File: config.mk
export PLATFORM = sky130hd
export DESIGN_NAME = rpc_panel_cmd
export DESIGN_NICKNAME = d
export VERILOG_FILES = /design/src/verilog/rpc_panel_cmd.v
export VERILOG_INCLUDE_DIRS = /design/src /design/src/verilog
export SDC_FILE = /design/constraint.sdc
export NUM_CORES = 1
export LEC_CHECK = 0
export BUFFER_PORTS_ARGS = -buffer_cell sky130_fd_sc_hd__buf_2
export CORE_MARGIN = 2
export CORE_UTILIZATION = 40
export DETAILED_ROUTE_END_ITERATION = 12
export PLACE_DENSITY = 0.58
export SLEW_MARGIN = 20
export SYNTH_ARGS = -nofsm -noshare
export SYNTH_HDL_FRONTEND = slang
export SYNTH_SLANG_ARGS = --single-unit
File: constraint.sdc
create_clock -name ref_clk -period 4.9 [get_ports ref_clk]
set_input_delay 0.245 -clock ref_clk [delete_from_list [all_inputs] [get_ports ref_clk]]
set_output_delay 0.245 -clock ref_clk [all_outputs]
set_load 0.05 [all_outputs]
File: src/verilog/rpc_defines.vh
// constants of the recloser panel command logic
`ifndef RPC_DEFINES_VH
`define RPC_DEFINES_VH
// ****************************************************
// clock and timing
// ****************************************************
`define RPC_CLK_HZ        100000000
`define RPC_EDIT_S        10
`define RPC_PSAVE_MIN     10
// ****************************************************
// register word offsets (byte address = 4 * index)
// ****************************************************
`define RPC_REG_CTRL      4'h0
`define RPC_REG_CMD       4'h1
`define RPC_REG_STATUS    4'h2
`define RPC_REG_KEYS      4'h3
// ****************************************************
// control register fields
// ****************************************************
`define RPC_CTRL_LW       0
`define RPC_CTRL_GND      1
`define RPC_CTRL_AR       2
`define RPC_CTRL_PSAVE    3
`define RPC_CTRL_MODE_LO  4
`define RPC_CTRL_MODE_HI  5
`define RPC_CTRL_RST      6'h08
// command register fields (write pulses)
`define RPC_CMD_TRIP      0
`define RPC_CMD_CLOSE     1
// ****************************************************
// operating modes
// ****************************************************
`define RPC_MODE_GANGED   2'h0
`define RPC_MODE_PT3L     2'h1
`define RPC_MODE_PTPL     2'h2
// ****************************************************
// function key positions
// ****************************************************
`define RPC_KEY_GND       0
`define RPC_KEY_AR        1
`define RPC_KEY_RMT       2
`define RPC_KEY_OPT_LO    3
`define RPC_KEY_OPT_HI    5
`define RPC_KEY_PH_LO     6
`define RPC_KEY_PH_HI     8
// ****************************************************
// synchronised pin vector layout
// ****************************************************
`define RPC_PIN_W         24
`endif

File: src/verilog/rpc_panel_cmd.v
// operator panel command logic of a triple single pole-mount recloser control
//
// Our own choices: register access over Avalon-MM and the register addresses.
`timescale 1ns/1ps
`default_nettype none
`include "rpc_defines.vh"
// What this block does
// - live-work block alone never commands a trip
// - live-work refuses closes; single trip to lockout
// - live-work overrides inrush hold, reclose inhibit, fast-disable
// - live-work active while any of three sources
// - each source withdraws only its own request
// - live-work indicator lit while block active
// - power save darkens function key LEDs after ten idle minutes
// - per-phase lockout: overcurrent opens faulted phases only
// - trip pushbutton opens recloser and locks out
// - trip path independent of main processor health
// - close pushbutton resets sequence and closes recloser
// - no close while close-malfunction alarm set
// - close from lockout starts inrush hold protection
// - nine key LEDs show actual function state
// - edit key then one change within ten seconds
// - earth-sensing inhibit blocks all ground sensing
// - reclose inhibit suppresses automatic reclose, keeps curve
// - remote inhibit ignores rear serial and discrete commands other than live-work
// - remote inhibit changed only from panel edit sequence
// - panel trip and close, and live-work from any source, unaffected by remote inhibit
// - option keys give pulses; LEDs show configured option
// - per-phase mode: manual commands act on selected phases
// - handle open trips, locks out, blocks close
// - ganged and three-phase lockout select all phases
module rpc_panel_cmd #(
   parameter [31:0] EDIT_CYC  = `RPC_EDIT_S * `RPC_CLK_HZ,
   parameter [39:0] PSAVE_CYC = `RPC_PSAVE_MIN * 40'd60 * `RPC_CLK_HZ
) (
   // clock, reset, enable
   input  wire        ref_clk,
   input  wire        rst_n,
   input  wire        clk_en,
   // avalon-mm slave
   input  wire [3:0]  avs_address,
   input  wire        avs_read,
   input  wire        avs_write,
   input  wire [31:0] avs_writedata,
   output reg  [31:0] avs_readdata,
   output wire        avs_waitrequest,
   input  wire        front_port_sel,
   // panel pins
   input  wire        lw_toggle,
   input  wire        trip_pb,
   input  wire        close_pb,
   input  wire        edit_key,
   input  wire [8:0]  fkey,
   // recloser phase mechanisms
   input  wire [2:0]  handle_open,
   input  wire [2:0]  phase_closed,
   // discrete supervisory inputs
   input  wire        disc_lw,
   input  wire        disc_gnd,
   input  wire        disc_ar,
   input  wire        disc_trip,
   input  wire        disc_close,
   // protection logic, same clock
   input  wire [2:0]  oc_trip,
   input  wire        lw_def_exp,
   input  wire        first_time_current_curve_exp,
   input  wire [2:0]  auto_reclose_req,
   input  wire        close_malf,
   input  wire        inrush_hold_protection_en,
   input  wire        inrush_hold_protection_blk,
   input  wire        fast_trip_dis,
   input  wire [2:0]  opt_selected,
   // phase commands
   output reg  [2:0]  trip_cmd_r,
   output reg  [2:0]  close_cmd_r,
   output reg  [2:0]  lockout_r,
   output reg         seq_reset_r,
   output reg         inrush_start_r,
   // protection steering
   output wire        lw_active,
   output wire        one_shot_lockout,
   output wire        inrush_hold_allow,
   output wire        fast_trip_dis_eff,
   output wire        gnd_block,
   output wire        ar_inhibit,
   output wire        rmt_inhibit,
   output reg  [2:0]  opt_pulse_r,
   // indicators
   output wire        led_lw,
   output wire [8:0]  led_fkey,
   output wire        led_gate
);
   // ****************************************************
   // pin synchronisers
   // ****************************************************
   wire [`RPC_PIN_W-1:0] pin_raw;
   reg  [`RPC_PIN_W-1:0] pin_s1_r;
   reg  [`RPC_PIN_W-1:0] pin_s2_r;
   reg  [`RPC_PIN_W-1:0] pin_s3_r;
   assign pin_raw = {lw_toggle, trip_pb, close_pb, edit_key, fkey, handle_open,
                     phase_closed, disc_lw, disc_gnd, disc_ar, disc_trip, disc_close};

   // two stages, third only for edge detection
   always @(posedge ref_clk or negedge rst_n)
   begin
      if (!rst_n)
      begin
         pin_s1_r <= {`RPC_PIN_W{1'b0}};
         pin_s2_r <= {`RPC_PIN_W{1'b0}};
         pin_s3_r <= {`RPC_PIN_W{1'b0}};
      end
      else if (clk_en)
      begin
         pin_s1_r <= pin_raw;
         pin_s2_r <= pin_s1_r;
         pin_s3_r <= pin_s2_r;
      end
   end

   wire [`RPC_PIN_W-1:0] pin_rise = pin_s2_r & ~pin_s3_r;
   wire       s_lw_tog  = pin_s2_r[23];
   wire       r_trip    = pin_rise[22];
   wire       r_close   = pin_rise[21];
   wire       r_edit    = pin_rise[20];
   wire [8:0] r_fkey    = pin_rise[19:11];
   wire [2:0] s_handle  = pin_s2_r[10:8];
   wire [2:0] s_closed  = pin_s2_r[7:5];
   wire       s_dlw     = pin_s2_r[4];
   wire       s_dgnd    = pin_s2_r[3];
   wire       s_dar     = pin_s2_r[2];
   wire       r_dtrip   = pin_rise[1];
   wire       r_dclose  = pin_rise[0];
   wire       any_key   = |pin_rise[22:11];

   // ****************************************************
   // register bus
   // ****************************************************
   reg  [5:0] ctrl_r;
   reg        ack_r;
   wire       bus_req = avs_read | avs_write;
   wire       wr_ok   = avs_write & ~ack_r & clk_en;
   // answer on the second edge: one wait cycle, then data
   assign avs_waitrequest = bus_req & ~ack_r;
   wire [1:0] mode     = ctrl_r[`RPC_CTRL_MODE_HI:`RPC_CTRL_MODE_LO];
   wire       psave_en = ctrl_r[`RPC_CTRL_PSAVE];
   wire       rmt_ok   = ~rmt_inhibit | front_port_sel;
   wire       wr_ctrl  = wr_ok & (avs_address == `RPC_REG_CTRL);
   wire       wr_cmd   = wr_ok & (avs_address == `RPC_REG_CMD);
   wire       c_trip   = wr_cmd & avs_writedata[`RPC_CMD_TRIP] & rmt_ok;
   wire       c_close  = wr_cmd & avs_writedata[`RPC_CMD_CLOSE] & rmt_ok;

   // control register; live-work bit always accepted
   always @(posedge ref_clk or negedge rst_n)
   begin
      if (!rst_n)
         ctrl_r <= `RPC_CTRL_RST;
      else if (clk_en && wr_ctrl)
      begin
         ctrl_r[`RPC_CTRL_LW] <= avs_writedata[`RPC_CTRL_LW];
         if (rmt_ok)
         begin
            ctrl_r[`RPC_CTRL_GND] <= avs_writedata[`RPC_CTRL_GND];
            ctrl_r[`RPC_CTRL_AR]  <= avs_writedata[`RPC_CTRL_AR];
         end
         // settings belong to the configuration port only
         if (front_port_sel)
         begin
            ctrl_r[`RPC_CTRL_PSAVE] <= avs_writedata[`RPC_CTRL_PSAVE];
            ctrl_r[5:4] <= avs_writedata[5:4];
         end
      end
   end

   // ****************************************************
   // live-work close block
   // ****************************************************
   reg lw_pnl_r;
   reg lw_dsc_r;
   // each source holds its own request flop
   always @(posedge ref_clk or negedge rst_n)
   begin
      if (!rst_n)
      begin
         lw_pnl_r <= 1'b0;
         lw_dsc_r <= 1'b0;
      end
      else if (clk_en)
      begin
         lw_pnl_r <= s_lw_tog;
         lw_dsc_r <= s_dlw;
      end
   end
   assign lw_active = lw_pnl_r | lw_dsc_r | ctrl_r[`RPC_CTRL_LW];
   assign led_lw    = lw_active;
   assign one_shot_lockout  = lw_active;
   assign inrush_hold_allow = inrush_hold_protection_en & ~lw_active;
   assign fast_trip_dis_eff = fast_trip_dis & ~lw_active;

   // ****************************************************
   // edit window and function keys
   // ****************************************************
   reg [31:0] edit_cnt_r;
   reg        edit_open_r;
   reg        gnd_pnl_r;
   reg        ar_pnl_r;
   reg        rmt_r;
   reg [2:0]  phsel_r;
   wire       key_hit = edit_open_r & (|r_fkey);
   wire [2:0] ph_keys = r_fkey[`RPC_KEY_PH_HI:`RPC_KEY_PH_LO];
   // lowest numbered key wins if two hit together
   wire [8:0] key_one = r_fkey & (~r_fkey + 9'h001);

   // a window opens on edit and closes on one change or timeout
   always @(posedge ref_clk or negedge rst_n)
   begin
      if (!rst_n)
      begin
         edit_cnt_r  <= 32'h0;
         edit_open_r <= 1'b0;
      end
      else if (clk_en)
      begin
         if (r_edit)
         begin
            edit_open_r <= 1'b1;
            edit_cnt_r  <= 32'h0;
         end
         else if (key_hit || (edit_cnt_r >= EDIT_CYC - 32'h1))
            edit_open_r <= 1'b0;
         else if (edit_open_r)
            edit_cnt_r <= edit_cnt_r + 32'h1;
      end
   end

   // panel-side function states; remote inhibit only here
   always @(posedge ref_clk or negedge rst_n)
   begin
      if (!rst_n)
      begin
         gnd_pnl_r   <= 1'b0;
         ar_pnl_r    <= 1'b0;
         rmt_r       <= 1'b0;
         phsel_r     <= 3'h7;
         opt_pulse_r <= 3'h0;
      end
      else if (clk_en)
      begin
         opt_pulse_r <= 3'h0;
         if (key_hit && !r_edit)
         begin
            if (key_one[`RPC_KEY_GND])
               gnd_pnl_r <= ~gnd_pnl_r;
            if (key_one[`RPC_KEY_AR])
               ar_pnl_r <= ~ar_pnl_r;
            if (key_one[`RPC_KEY_RMT])
               rmt_r <= ~rmt_r;
            opt_pulse_r <= key_one[`RPC_KEY_OPT_HI:`RPC_KEY_OPT_LO];
            if (mode == `RPC_MODE_PTPL)
               phsel_r <= phsel_r ^ key_one[`RPC_KEY_PH_HI:`RPC_KEY_PH_LO];
         end
         if (mode != `RPC_MODE_PTPL)
            phsel_r <= 3'h7;
      end
   end

   assign gnd_block   = gnd_pnl_r | ctrl_r[`RPC_CTRL_GND] | (s_dgnd & ~rmt_r);
   assign ar_inhibit  = ar_pnl_r | ctrl_r[`RPC_CTRL_AR] | (s_dar & ~rmt_r);
   assign rmt_inhibit = rmt_r;

   // ****************************************************
   // power save
   // ****************************************************
   reg [39:0] idle_cnt_r;
   reg        leds_on_r;
   // any key press relights and restarts the idle count
   always @(posedge ref_clk or negedge rst_n)
   begin
      if (!rst_n)
      begin
         idle_cnt_r <= 40'h0;
         leds_on_r  <= 1'b1;
      end
      else if (clk_en)
      begin
         if (any_key)
         begin
            idle_cnt_r <= 40'h0;
            leds_on_r  <= 1'b1;
         end
         else if (idle_cnt_r >= PSAVE_CYC)
            leds_on_r <= 1'b0;
         else
            idle_cnt_r <= idle_cnt_r + 40'h1;
      end
   end
   assign led_gate = leds_on_r | ~psave_en;
   // lamps follow actual state, whoever set it
   assign led_fkey = {9{led_gate}} & {phsel_r, opt_selected, rmt_r, ar_inhibit,
                                      gnd_block};

   // ****************************************************
   // trip and close sequencing
   // ****************************************************
   wire [2:0] man_mask = (mode == `RPC_MODE_PTPL) ? phsel_r : 3'h7;
   wire       disc_ok  = ~rmt_r;
   wire       man_trip = r_trip | c_trip | (r_dtrip & disc_ok);
   wire       man_cls  = r_close | c_close | (r_dclose & disc_ok);
   wire       lw_prot  = lw_active & (lw_def_exp | first_time_current_curve_exp);
   // handle on one phase takes all three unless per-phase lockout
   wire [2:0] hdl_mask = (mode == `RPC_MODE_PTPL) ? s_handle : {3{|s_handle}};
   wire [2:0] oc_mask  = (mode == `RPC_MODE_PTPL) ? oc_trip : {3{|oc_trip}};
   reg  [2:0] trip_nxt;
   reg  [2:0] lock_nxt;
   reg  [2:0] close_nxt;
   reg        inrush_nxt;

   // trip has priority; live-work alone issues no trip
   always @*
   begin
      trip_nxt = hdl_mask;
      if (man_trip)
         trip_nxt = trip_nxt | man_mask;
      if (lw_prot)
         trip_nxt = trip_nxt | 3'h7;
      trip_nxt = trip_nxt | oc_mask;
      lock_nxt = lockout_r | hdl_mask | (man_trip ? man_mask : 3'h0);
      if (lw_active)
         lock_nxt = lock_nxt | trip_nxt;
      close_nxt  = 3'h0;
      inrush_nxt = 1'b0;
      if (man_cls && !man_trip && !lw_active && !close_malf)
      begin
         close_nxt  = man_mask & ~hdl_mask & ~trip_nxt;
         // only a close from lockout starts the inrush hold
         inrush_nxt = |(close_nxt & lockout_r & ~s_closed) & inrush_hold_allow
                      & ~inrush_hold_protection_blk;
         lock_nxt   = lock_nxt & ~close_nxt;
      end
      else if (!lw_active && !ar_inhibit && !close_malf)
         close_nxt = auto_reclose_req & ~lockout_r & ~hdl_mask & ~trip_nxt;
   end

   // outputs are one-cycle pulses except trip, held while a handle is open; lockout is a level
   always @(posedge ref_clk or negedge rst_n)
   begin
      if (!rst_n)
      begin
         trip_cmd_r     <= 3'h0;
         close_cmd_r    <= 3'h0;
         lockout_r      <= 3'h7;
         seq_reset_r    <= 1'b0;
         inrush_start_r <= 1'b0;
      end
      else if (clk_en)
      begin
         trip_cmd_r     <= trip_nxt;
         close_cmd_r    <= close_nxt;
         lockout_r      <= lock_nxt;
         seq_reset_r    <= |close_nxt & man_cls;
         inrush_start_r <= inrush_nxt;
      end
   end

   // ****************************************************
   // register read path
   // ****************************************************
   reg [31:0] rd_nxt;
   always @*
   begin
      case (avs_address)
         `RPC_REG_CTRL:   rd_nxt = {26'h0, ctrl_r};
         `RPC_REG_STATUS: rd_nxt = {14'h0, leds_on_r, edit_open_r, phsel_r, s_closed,
                                   lockout_r, rmt_r, ar_inhibit, gnd_block,
                                   ctrl_r[`RPC_CTRL_LW], lw_dsc_r, lw_pnl_r, lw_active};
         `RPC_REG_KEYS:   rd_nxt = {23'h0, led_fkey};
         default:         rd_nxt = 32'h0;
      endcase
   end

   // ack pulses once per request; data loaded with it
   always @(posedge ref_clk or negedge rst_n)
   begin
      if (!rst_n)
      begin
         ack_r        <= 1'b0;
         avs_readdata <= 32'h0;
      end
      else if (clk_en)
      begin
         ack_r <= bus_req & ~ack_r;
         if (avs_read && !ack_r)
            avs_readdata <= rd_nxt;
      end
   end

endmodule // rpc_panel_cmd
`default_nettype wire
==> impl_metrics.toml, run 1 <==
[power]
vdd_drop_max_mv = 0.2297
leakage_uw = 0.004460
power.density_nw_per_um2 = 364.7

[worst_setup_path]
arrival_ns = 3.15
worstSetupEndpointType = "flip-flop"
cp_top_family = "simple AND/OR/NAND/NOR gates"
crit_required_ns = 5.25
critPathMaxStageDelay_ns = 0.78
crit_buf_inv = 0
critPathLaunchType = "flip-flop"
path_class = "flip-flop to flip-flop"
crit_slowest_cell = "nor2b_1"
path_max_fanout = 14
cp_cell_sequence = "nor2b_1 > nor3_1 > nand2_1 > o21ai_2 > or4_1 > a21oi_1"

[sta]
worst_pin_slew_ns = 1.067
rsz0062_at_grt = "false"
fin_skew_ns = 0.01355
slew_headroom = 0.2863
setup_viol = 0
post-route-period-util = 0.5701
fmax_mhz = 358.0
hold_violations = 0
setup_tns_ns = 0
drv_slew = 0
worst_slack_ns = 2.106
period_minus_slack_ns = 2.794

[layout]
final_nets = 1059
syn_to_final_growth_pct = 14.95
mostFrequentLayoutCells = "175 x dfrtp_1, 103 x buf_2, 91 x nor2_1"
diodes = 0
final_core_utilization = 0.4656
fillers = 2109
layout-drive-gt1-share = 0.2601
final_common_cell = "dfrtp_1"

[grt]
grt_pass1_vias = 6353
grt_max_degree = 102
grt_usage = 0.1714
grt-ovfl-total = 0
antenna_found_initial = 0
grt_pass1_wl_microns = 33180

[routing]
firstDrtPassIters = 5
vias = 6704
met3_wirelength_microns = 788
viasPerCell = 5.266
routed-wl-met2_microns = 9018
route.layer.met1.wl_microns = 10190
drc = 0
wl_per_cell_microns = 15.84
highest_layer = "met4"
ant_nets = 0
drt_iter0_markers = 421
wl_microns = 20170

[synthesis]
synth_area_per_cell_sq_um = 10.33
ys.flop_type = "dfrtp_1"
synthDistinctLibCells = 81
synth_compound_area_frac = 0.1004
yosysWarnings = 0
synthMuxAreaShare = 0.09130
synth_simple_gate_area_share = 0.2188
yosys.area_share.adder = 0.004119
netlist_area_sq_um = 9114
synth_xor_area_frac = 0.04421
synthArstFlopShare = 1.000
synth-edff-count = 0
ys_seq_area_frac = 0.5036
synth_top_family_by_area = "simple AND/OR/NAND/NOR gates"
ys_ff_latch = 183
synth_cells = 882

[hold_path]
hp-class = "primary input to flip-flop"

[floorplanning]
die_h_microns = 154.9
start_util = 0.4050
die_w_microns = 154.9
core_sq_um = 22500
pin_count = 146
die-area_sq_um = 24010
rows = 55

[clock_tree]
clk_latency_ns = 0.44
cts_resized = 0
cts_root_buf = "clkbuf_16"
clk_path_buf_depth = 2
cts_tree = "done"
path_clk_slew_ns = 0.08
h-tree-depth = 4
numClockSinks = 183
numCtsBuffers = 17

[placement]
gp_congestion = 0.8699
pre_cts_ws_ns = 2.106
io_buffer_count = 105
dp_hpwl_microns = 13890

[flow_run]
maxCapViolCount = 0

[status]
status = "finished, final reports clean"
==> per-layer routing <==
metal,global-route usage,vias up
li1,-,3292
met1,0.2504,3267
met2,0.2610,130
met3,0.03120,15
met4,0.05026,0
met5,0,-
==> what timing repair did <==
item	CTS	global route
hold endpoints to repair	99	0
hold buffers	1	0
buffers inserted	0	0
==> cell families (layout without fill, tap and decap cells) <==
| logic type | after synthesis | after routing |
|---|---|---|
| AO/OA/AOI/OAI | 140 | 140 |
| XOR/XNOR | 46 | 46 |
| adder cells (fa/ha/maj) | 3 | 3 |
| buffers and inverters | 70 | 163 |
| flip-flops | 183 | 183 |
| multiplexers | 74 | 74 |
| other | 1 | 14 |
| AND/OR/NAND/NOR | 365 | 365 |
==> through the flow <==
step / power (uW) / hold WS, ns / std cells / area, sq um
2_1_floorplan: 2239 / -0.05059 / 895 / 9163
3_3_place_gp: 2426 / 0.4119 / 1240 / 9836
3_5_place_dp: 2433 / 0.4162 / 1240 / 9836
4_1_cts: 3870 / 0.01330 / 1273 / 10470
5_1_grt: 3989 / 0.01591 / 1273 / 10480
6_report: 3821 / 0.03342 / 1273 / 10480
==> sequential cells by signal (all words and copies together), names as in the netlist, 3 cells and up <==
signal        flops
avs_readdata     18
close_cmd_r       3
ctrl_r            6
edit_cnt_r       32
idle_cnt_r       40
lockout_r         3
opt_pulse_r       3
phsel_r           3
pin_s1_r         24
pin_s2_r         24
pin_s3_r         15
trip_cmd_r        3
==> power breakdown <==
part	total, uW	switching, uW	leakage, uW	internal [uW]
sequential	1730	99.8	0.00235	1630
combinational	675	460	0.00181	216
clock	1420	678	0.000300	742
total	3820	1240	0.00446	2580
==> worst paths after layout <==
| kind | cells after the start | slack, ns | start | to |
|---|---|---|---|---|
| hold reg to reg | 2 | 0.47 | avs_readdata[17] | avs_readdata[17] |
| min in group asynchronous | 2 | 0.48 | rst_n | idle_cnt_r[13] |
| hold / removal | 2 | 0.03 | fkey[2] | pin_s1_r[13] |
| setup / recovery | 6 | 2.11 | pin_s2_r[20] | idle_cnt_r[33] |
| setup reg to reg | 6 | 2.11 | pin_s2_r[20] | idle_cnt_r[33] |
| max in group asynchronous | 3 | 3.34 | rst_n | ctrl_r[3] |
==> area by class of cell <==
type	count	area (sq um)	share of cell area
clock inverters	15	196.4	0.01875
well taps	285	356.6	0.03404
repair buffers	112	591.8	0.05649
clock buffers	17	425.4	0.04061
inverters	19	71.32	0.006808
multi-input cells	642	4245	0.4052
flip-flops and latches	183	4589	0.4381
==> synth_stat cells, types with 6 or more instances <==
library cell	count	share of area
or4_1	6	0.0049
inv_1	18	0.0074
nor3_1	21	0.012
o21ai_1	26	0.014
nor3_2	6	0.0066
and2_1	18	0.012
nor4_2	8	0.011
dfstp_2	8	0.023
nor4_1	8	0.0055
or3_1	15	0.010
and3_1	10	0.0069
nand2b_1	15	0.010
nand4_1	12	0.0082
nand2_1	79	0.033
buf_4	18	0.015
nand3_1	29	0.016
nor2_1	92	0.038
buf_2	7	0.0038
xnor2_1	33	0.032
nor2b_1	11	0.0076
dfrtp_1	175	0.48
o21ai_0	22	0.012
mux2_2	72	0.089
clkbuf_1	22	0.0091
a21oi_1	32	0.018
a31oi_1	7	0.0048
xor2_1	13	0.012
No activity file was read; power rests on OpenSTA's default activity.
==> run 2: changes to the inputs <==
==> constraint.sdc (replaced) <==
create_clock -name ref_clk -period 2.7 [get_ports ref_clk]
set_input_delay 0.135 -clock ref_clk [delete_from_list [all_inputs] [get_ports ref_clk]]
set_output_delay 0.135 -clock ref_clk [all_outputs]
set_load 0.05 [all_outputs]
==> run 2 against run 1 <==
Clock skew up 0.0064 ns; first-iteration DRC count down 14%; die area unchanged; clock power grew 88%; combinational power is 96% higher; sequential share of layout area down 1.9 points; total power grew 86%; setup slack worse by 1.7 ns; highest routed layer unchanged.
==> impl_metrics.toml, run 2 (same netlist as run 1, synthesis figures left out) <==
[layout]
final_core_utilization = 0.4867
final_nets = 1107
layout-drive-gt1-share = 0.2654
stdcell_area_sq_um = 10950
final_common_cell = "dfrtp_1"
top_register = "idle_cnt_r"
diodes = 0
top_regs = "idle_cnt_r (40), edit_cnt_r (32)"
mostFrequentLayoutCells = "175 x dfrtp_1, 103 x buf_2, 91 x nor2_1"
largest_register_ffs = 40
syn_to_final_growth_pct = 20.18

[floorplanning]
die_w_microns = 154.9
die_h_microns = 154.9
pin_count = 146
rows = 55
die-area_sq_um = 24010
start_util = 0.4050
core_sq_um = 22500

[sta]
period_minus_slack_ns = 2.316
fin_skew_ns = 0.01998
fmax_mhz = 431.8
setup_viol = 0
setup_tns_ns = 0
rsz0062_at_grt = "false"
hold_violations = 0
post-route-period-util = 0.8577
slew_headroom = 0.5662
worst_pin_slew_ns = 0.6507
drv_slew = 0

[hold_path]
hold-path-cell-count = 3
hold_start = "oc_trip[1]"
hp-class = "primary input to flip-flop"
min_to = "trip_cmd_r[1]"

[worst_setup_path]
r2r-end = "seq_reset_r"
critPathLaunchType = "flip-flop"
ff2ff_setup_slack_ns = 0.38
reg2reg_depth = 7
crit_required_ns = 3.01
r2r_start = "ack_r"
crit_path_start = "ack_r"
arrival_ns = 2.63
path_class = "flip-flop to flip-flop"
path_max_fanout = 7
worstSetupEndpointType = "flip-flop"

[routing]
wl_microns = 20520
routed-wl-met2_microns = 9187
viasPerCell = 5.155
ant_nets = 0
vias = 6810
met3_wirelength_microns = 866
firstDrtPassIters = 6
highest_layer = "met4"
route.layer.met1.wl_microns = 10230
wl_per_cell_microns = 15.54
drt_iter0_markers = 362
drc = 0

[clock_tree]
cts_root_buf = "clkbuf_16"
post-cts-setup-buffers = 0
clk_latency_ns = 0.44
path_clk_slew_ns = 0.07
clk_path_buf_depth = 2
cts_tree = "done"
numClockSinks = 183
numCtsBuffers = 17
h-tree-depth = 4

[placement]
io_buffer_count = 105
dp_hpwl_microns = 14620
gp_congestion = 0.8732
dpl_cell_area_sq_um = 9996

[power]
combPwrFrac = 0.186
leakage_uw = 0.004699
switching_share = 0.3184
power.density_nw_per_um2 = 649.8
p_sw_uw = 2266
pwr-share-clk = 0.375
p_int_uw = 4851
total_power_uw = 7117
power_frac_seq = 0.439
vdd_drop_max_mv = 0.4468

[status]
status = "finished, final reports clean"

[grt]
grt_usage = 0.1760
grt_max_degree = 75
grt_pass1_wl_microns = 34270
grt-ovfl-total = 0
antenna_found_initial = 0
grt_pass1_vias = 6587

[flow_run]
maxCapViolCount = 0
==> run 2: cell count changes in the layout (fill, tap and decap cells not counted), moves of 2 or more <==
cell | previous run | this run
buf_12 | 0 | 2
buf_4 | 7 | 23
inv_8 | 6 | 4
dlygate4sd3_1 | 1 | 31
==> run 2: area by class of cell <==
type	instances	area, sq um
fillers	2087	11550
repair buffers	160	1052
clock inverters	15	221.5
inverters	19	71.32
well taps	285	356.6
clock buffers	17	425.4
multi-input cells	642	4237
flip-flops and latches	183	4589
==> run 2: how the worst max path moves through the flow <==
stage | endpoint | slack (ns) | cells after the start
3_3_place_gp | seq_reset_r | 0.39 | 7
3_5_place_dp | seq_reset_r | 0.38 | 7
6_report | seq_reset_r | 0.38 | 7
4_1_cts | edit_cnt_r[26] | 0.36 | 9
2_1_floorplan | seq_reset_r | 0.31 | 7
5_1_grt | edit_cnt_r[11] | 0.16 | 8
==> run 2: critical path, cell delays in order (launching register included) <==
cell,delay (ns)
dfrtp_1,0.40
and3b_1,0.32
nand4_1,0.28
a21boi_4,0.34
mux2_1,0.34
a21oi_1,0.15
nor2b_1,0.08
o31a_1,0.29
==> run 2: through the flow <==
step	hold WS, ns	instances	worst slack, ns
floorplan	-0.1606	895	0.3108
global placement	0.1925	1258	0.3866
detailed placement	0.1982	1258	0.3808
CTS	0.1072	1321	0.3611
global route	0.1474	1321	0.1638
finish	0.1239	1321	0.3841
==> run 2: power by group through the flow <==
stage	sequential, uW	combinational, uW	clock, uW
after global routing	3160	1420	2860
after detailed placement	3180	1290	0
final	3130	1320	2670
after CTS	3130	1330	2730
after global placement	3170	1280	0
after floorplan	3200	862	0
==> run 2: what timing repair did <==
action,4_1_cts,5_1_grt
hold buffers,31,0
endpoints found under the hold margin,99,0
resized for setup,0,0
==> run 2: per-layer routing <==
metal,vias up,track usage
li1,3375,-
met4,0,0.04630
met1,3291,0.2628
met5,-,0
met3,15,0.02591
met2,129,0.2684
==> run 3: changes to the inputs <==
--- a/config.mk
+++ b/config.mk
@@ -7,10 +7,11 @@
 export NUM_CORES = 1
 export LEC_CHECK = 0
 export BUFFER_PORTS_ARGS = -buffer_cell sky130_fd_sc_hd__buf_2
-export CORE_MARGIN = 2
+export CORE_MARGIN = 8
 export CORE_UTILIZATION = 40
 export DETAILED_ROUTE_END_ITERATION = 12
 export PLACE_DENSITY = 0.58
+export SKIP_CTS_REPAIR_TIMING = 1
 export SLEW_MARGIN = 20
 export SYNTH_ARGS = -nofsm -noshare
 export SYNTH_HDL_FRONTEND = slang
==> run 3 against run 2 <==
Final cell count down 0.15%; worst hold slack got worse by 0.015 ns; cell area decreased by 0.73%; clock-buffer cell count is the same; fmax decreased by 2.1%; first-iteration DRC count grew 24%; sequential share of layout area is 0.31 points higher; setup slack worse by 0.049 ns; non-clock buffer count down 2; sequential power about the same; clock power is 8.2% lower; critical endpoint is now edit_cnt_r[21]; highest routed layer unchanged.
==> impl_metrics.toml, run 3 (same netlist as run 1, synthesis figures left out) <==
[layout]
largest_register_ffs = 40
mostFrequentLayoutCells = "175 x dfrtp_1, 103 x buf_2, 91 x nor2_1"
diodes = 0
top_regs = "idle_cnt_r (40), edit_cnt_r (32)"
final_core_utilization = 0.4832
top_register = "idle_cnt_r"
fillers = 2070
final_common_cell = "dfrtp_1"
syn_to_final_growth_pct = 19.30
multi_input_area_sq_um = 4237
final_nets = 1105
layout-drive-gt1-share = 0.2640
register_area_sq_um = 4589

[clock_tree]
h-tree-depth = 4
cts_root_buf = "clkbuf_16"
cts_tree = "done"
numCtsBuffers = 17
path_clk_slew_ns = 0.08
clk_latency_ns = 0.43
clk_path_buf_depth = 2
numClockSinks = 183

[worst_setup_path]
path_class = "flip-flop to flip-flop"
reg2reg_depth = 9
arrival_ns = 2.67
r2r-end = "edit_cnt_r[21]"
ff2ff_setup_slack_ns = 0.34
critPathLaunchType = "flip-flop"
crit_required_ns = 3.01
crit_path_start = "edit_cnt_r[0]"
cp-endpoint = "edit_cnt_r[21]"
worstSetupEndpointType = "flip-flop"
r2r_start = "edit_cnt_r[0]"
path_max_fanout = 10

[floorplanning]
start_util = 0.4050
die_h_microns = 166.9
core_sq_um = 22500
pin_count = 146
die_w_microns = 166.9
rows = 55
die-area_sq_um = 27870

[grt]
grt_pass1_wl_microns = 35280
antenna_found_initial = 0
grt_usage = 0.1529
grt_pass1_vias = 6744
grt-ovfl-total = 0
grt_max_degree = 78

[sta]
setup_tns_ns = 0
slew_headroom = 0.5131
rsz0062_at_grt = "false"
post-route-period-util = 0.8759
hold_violations = 0
worst_pin_slew_ns = 0.7303
setup_viol = 0
fmax_mhz = 422.9
drv_slew = 0
period_minus_slack_ns = 2.365
fin_skew_ns = 0.01165

[power]
power.density_nw_per_um2 = 634.1
vdd_drop_max_mv = 0.3924
leakage_uw = 0.004658

[routing]
drt_iter0_markers = 450
drc = 0
wl_microns = 21290
ant_nets = 0
firstDrtPassIters = 5
wl_per_cell_microns = 16.14
viasPerCell = 5.202
vias = 6862

[placement]
io_buffer_count = 105
gp_congestion = 0.8403
dp_hpwl_microns = 15320

[hold_path]
hp-class = "primary input to flip-flop"

[flow_run]
maxCapViolCount = 0

[status]
status = "finished, final reports clean"
run 3: cell count changes in the layout (fill, tap and decap cells not counted):
cell / before / now
clkinv_8: 5 / 2
bufinv_16: 2 / 0
inv_8: 4 / 5
inv_12: 0 / 1
clkinv_2: 0 / 2
clkinvlp_4: 0 / 2
buf_4: 23 / 21
clkinv_4: 2 / 1
run 3: worst min-delay path by stage:
stage,to,from,depth (start not counted)
2_1_floorplan,ack_r,rst_n,0
3_3_place_gp,edit_cnt_r[29],rst_n,1
3_5_place_dp,edit_cnt_r[29],rst_n,1
4_1_cts,edit_cnt_r[29],rst_n,1
5_1_grt,trip_cmd_r[1],oc_trip[1],3
6_report,trip_cmd_r[1],oc_trip[1],3
run 3: worst max-delay path, cell delays in order, from the launching register on:
cell and delay (ns):
dfrtp_1 0.41, ha_1 0.23, nand3_1 0.13, o31ai_1 0.08, a211oi_1 0.39, o211ai_2 0.24, buf_4 0.25, nor4_2 0.30
xnor2_1 0.15, nor2_1 0.06
run 3: where the power goes:
group / switching [uW] / internal [uW] / leakage [uW]
clock: 1210 / 1240 / 0.000282
combinational: 859 / 461 / 0.00202
sequential: 177 / 2950 / 0.00235
run 3: metal layers:
| metal | GRT usage | wire [microns] | vias to the layer above |
|---|---|---|---|
| met2 | 0.2355 | 9702 | 132 |
| met4 | 0.04465 | 287 | 0 |
| li1 | - | - | 3377 |
| met3 | 0.03452 | 895 | 22 |
| met5 | 0 | 0 | - |
| met1 | 0.2115 | 10400 | 3331 |
run 3: through the flow:
| stage | instance area [sq um] | worst slack, ns | hold WS [ns] | total power, uW | std cells |
|---|---|---|---|---|---|
| after floorplan | 9163 | 0.3108 | -0.1606 | 4065 | 895 |
| after global placement | 9981 | 0.3626 | 0.2272 | 4458 | 1256 |
| after detailed placement | 9981 | 0.3457 | 0.2275 | 4476 | 1256 |
| after CTS | 10560 | 0.3122 | -0.2336 | 6939 | 1288 |
| after global routing | 10870 | 0.1660 | 0.1054 | 7214 | 1319 |
| final | 10870 | 0.3352 | 0.1085 | 6895 | 1319 |
run 3: final cells by class:
| cell class | instances | area share |
|---|---|---|
| clock buffer | 17 | 0.03913 |
| clock inverter | 15 | 0.01438 |
| inverter | 19 | 0.006559 |
| multi-input combinational | 642 | 0.3896 |
| sequential | 183 | 0.4221 |
| tap | 285 | 0.03280 |
| timing repair buffer | 158 | 0.09540 |
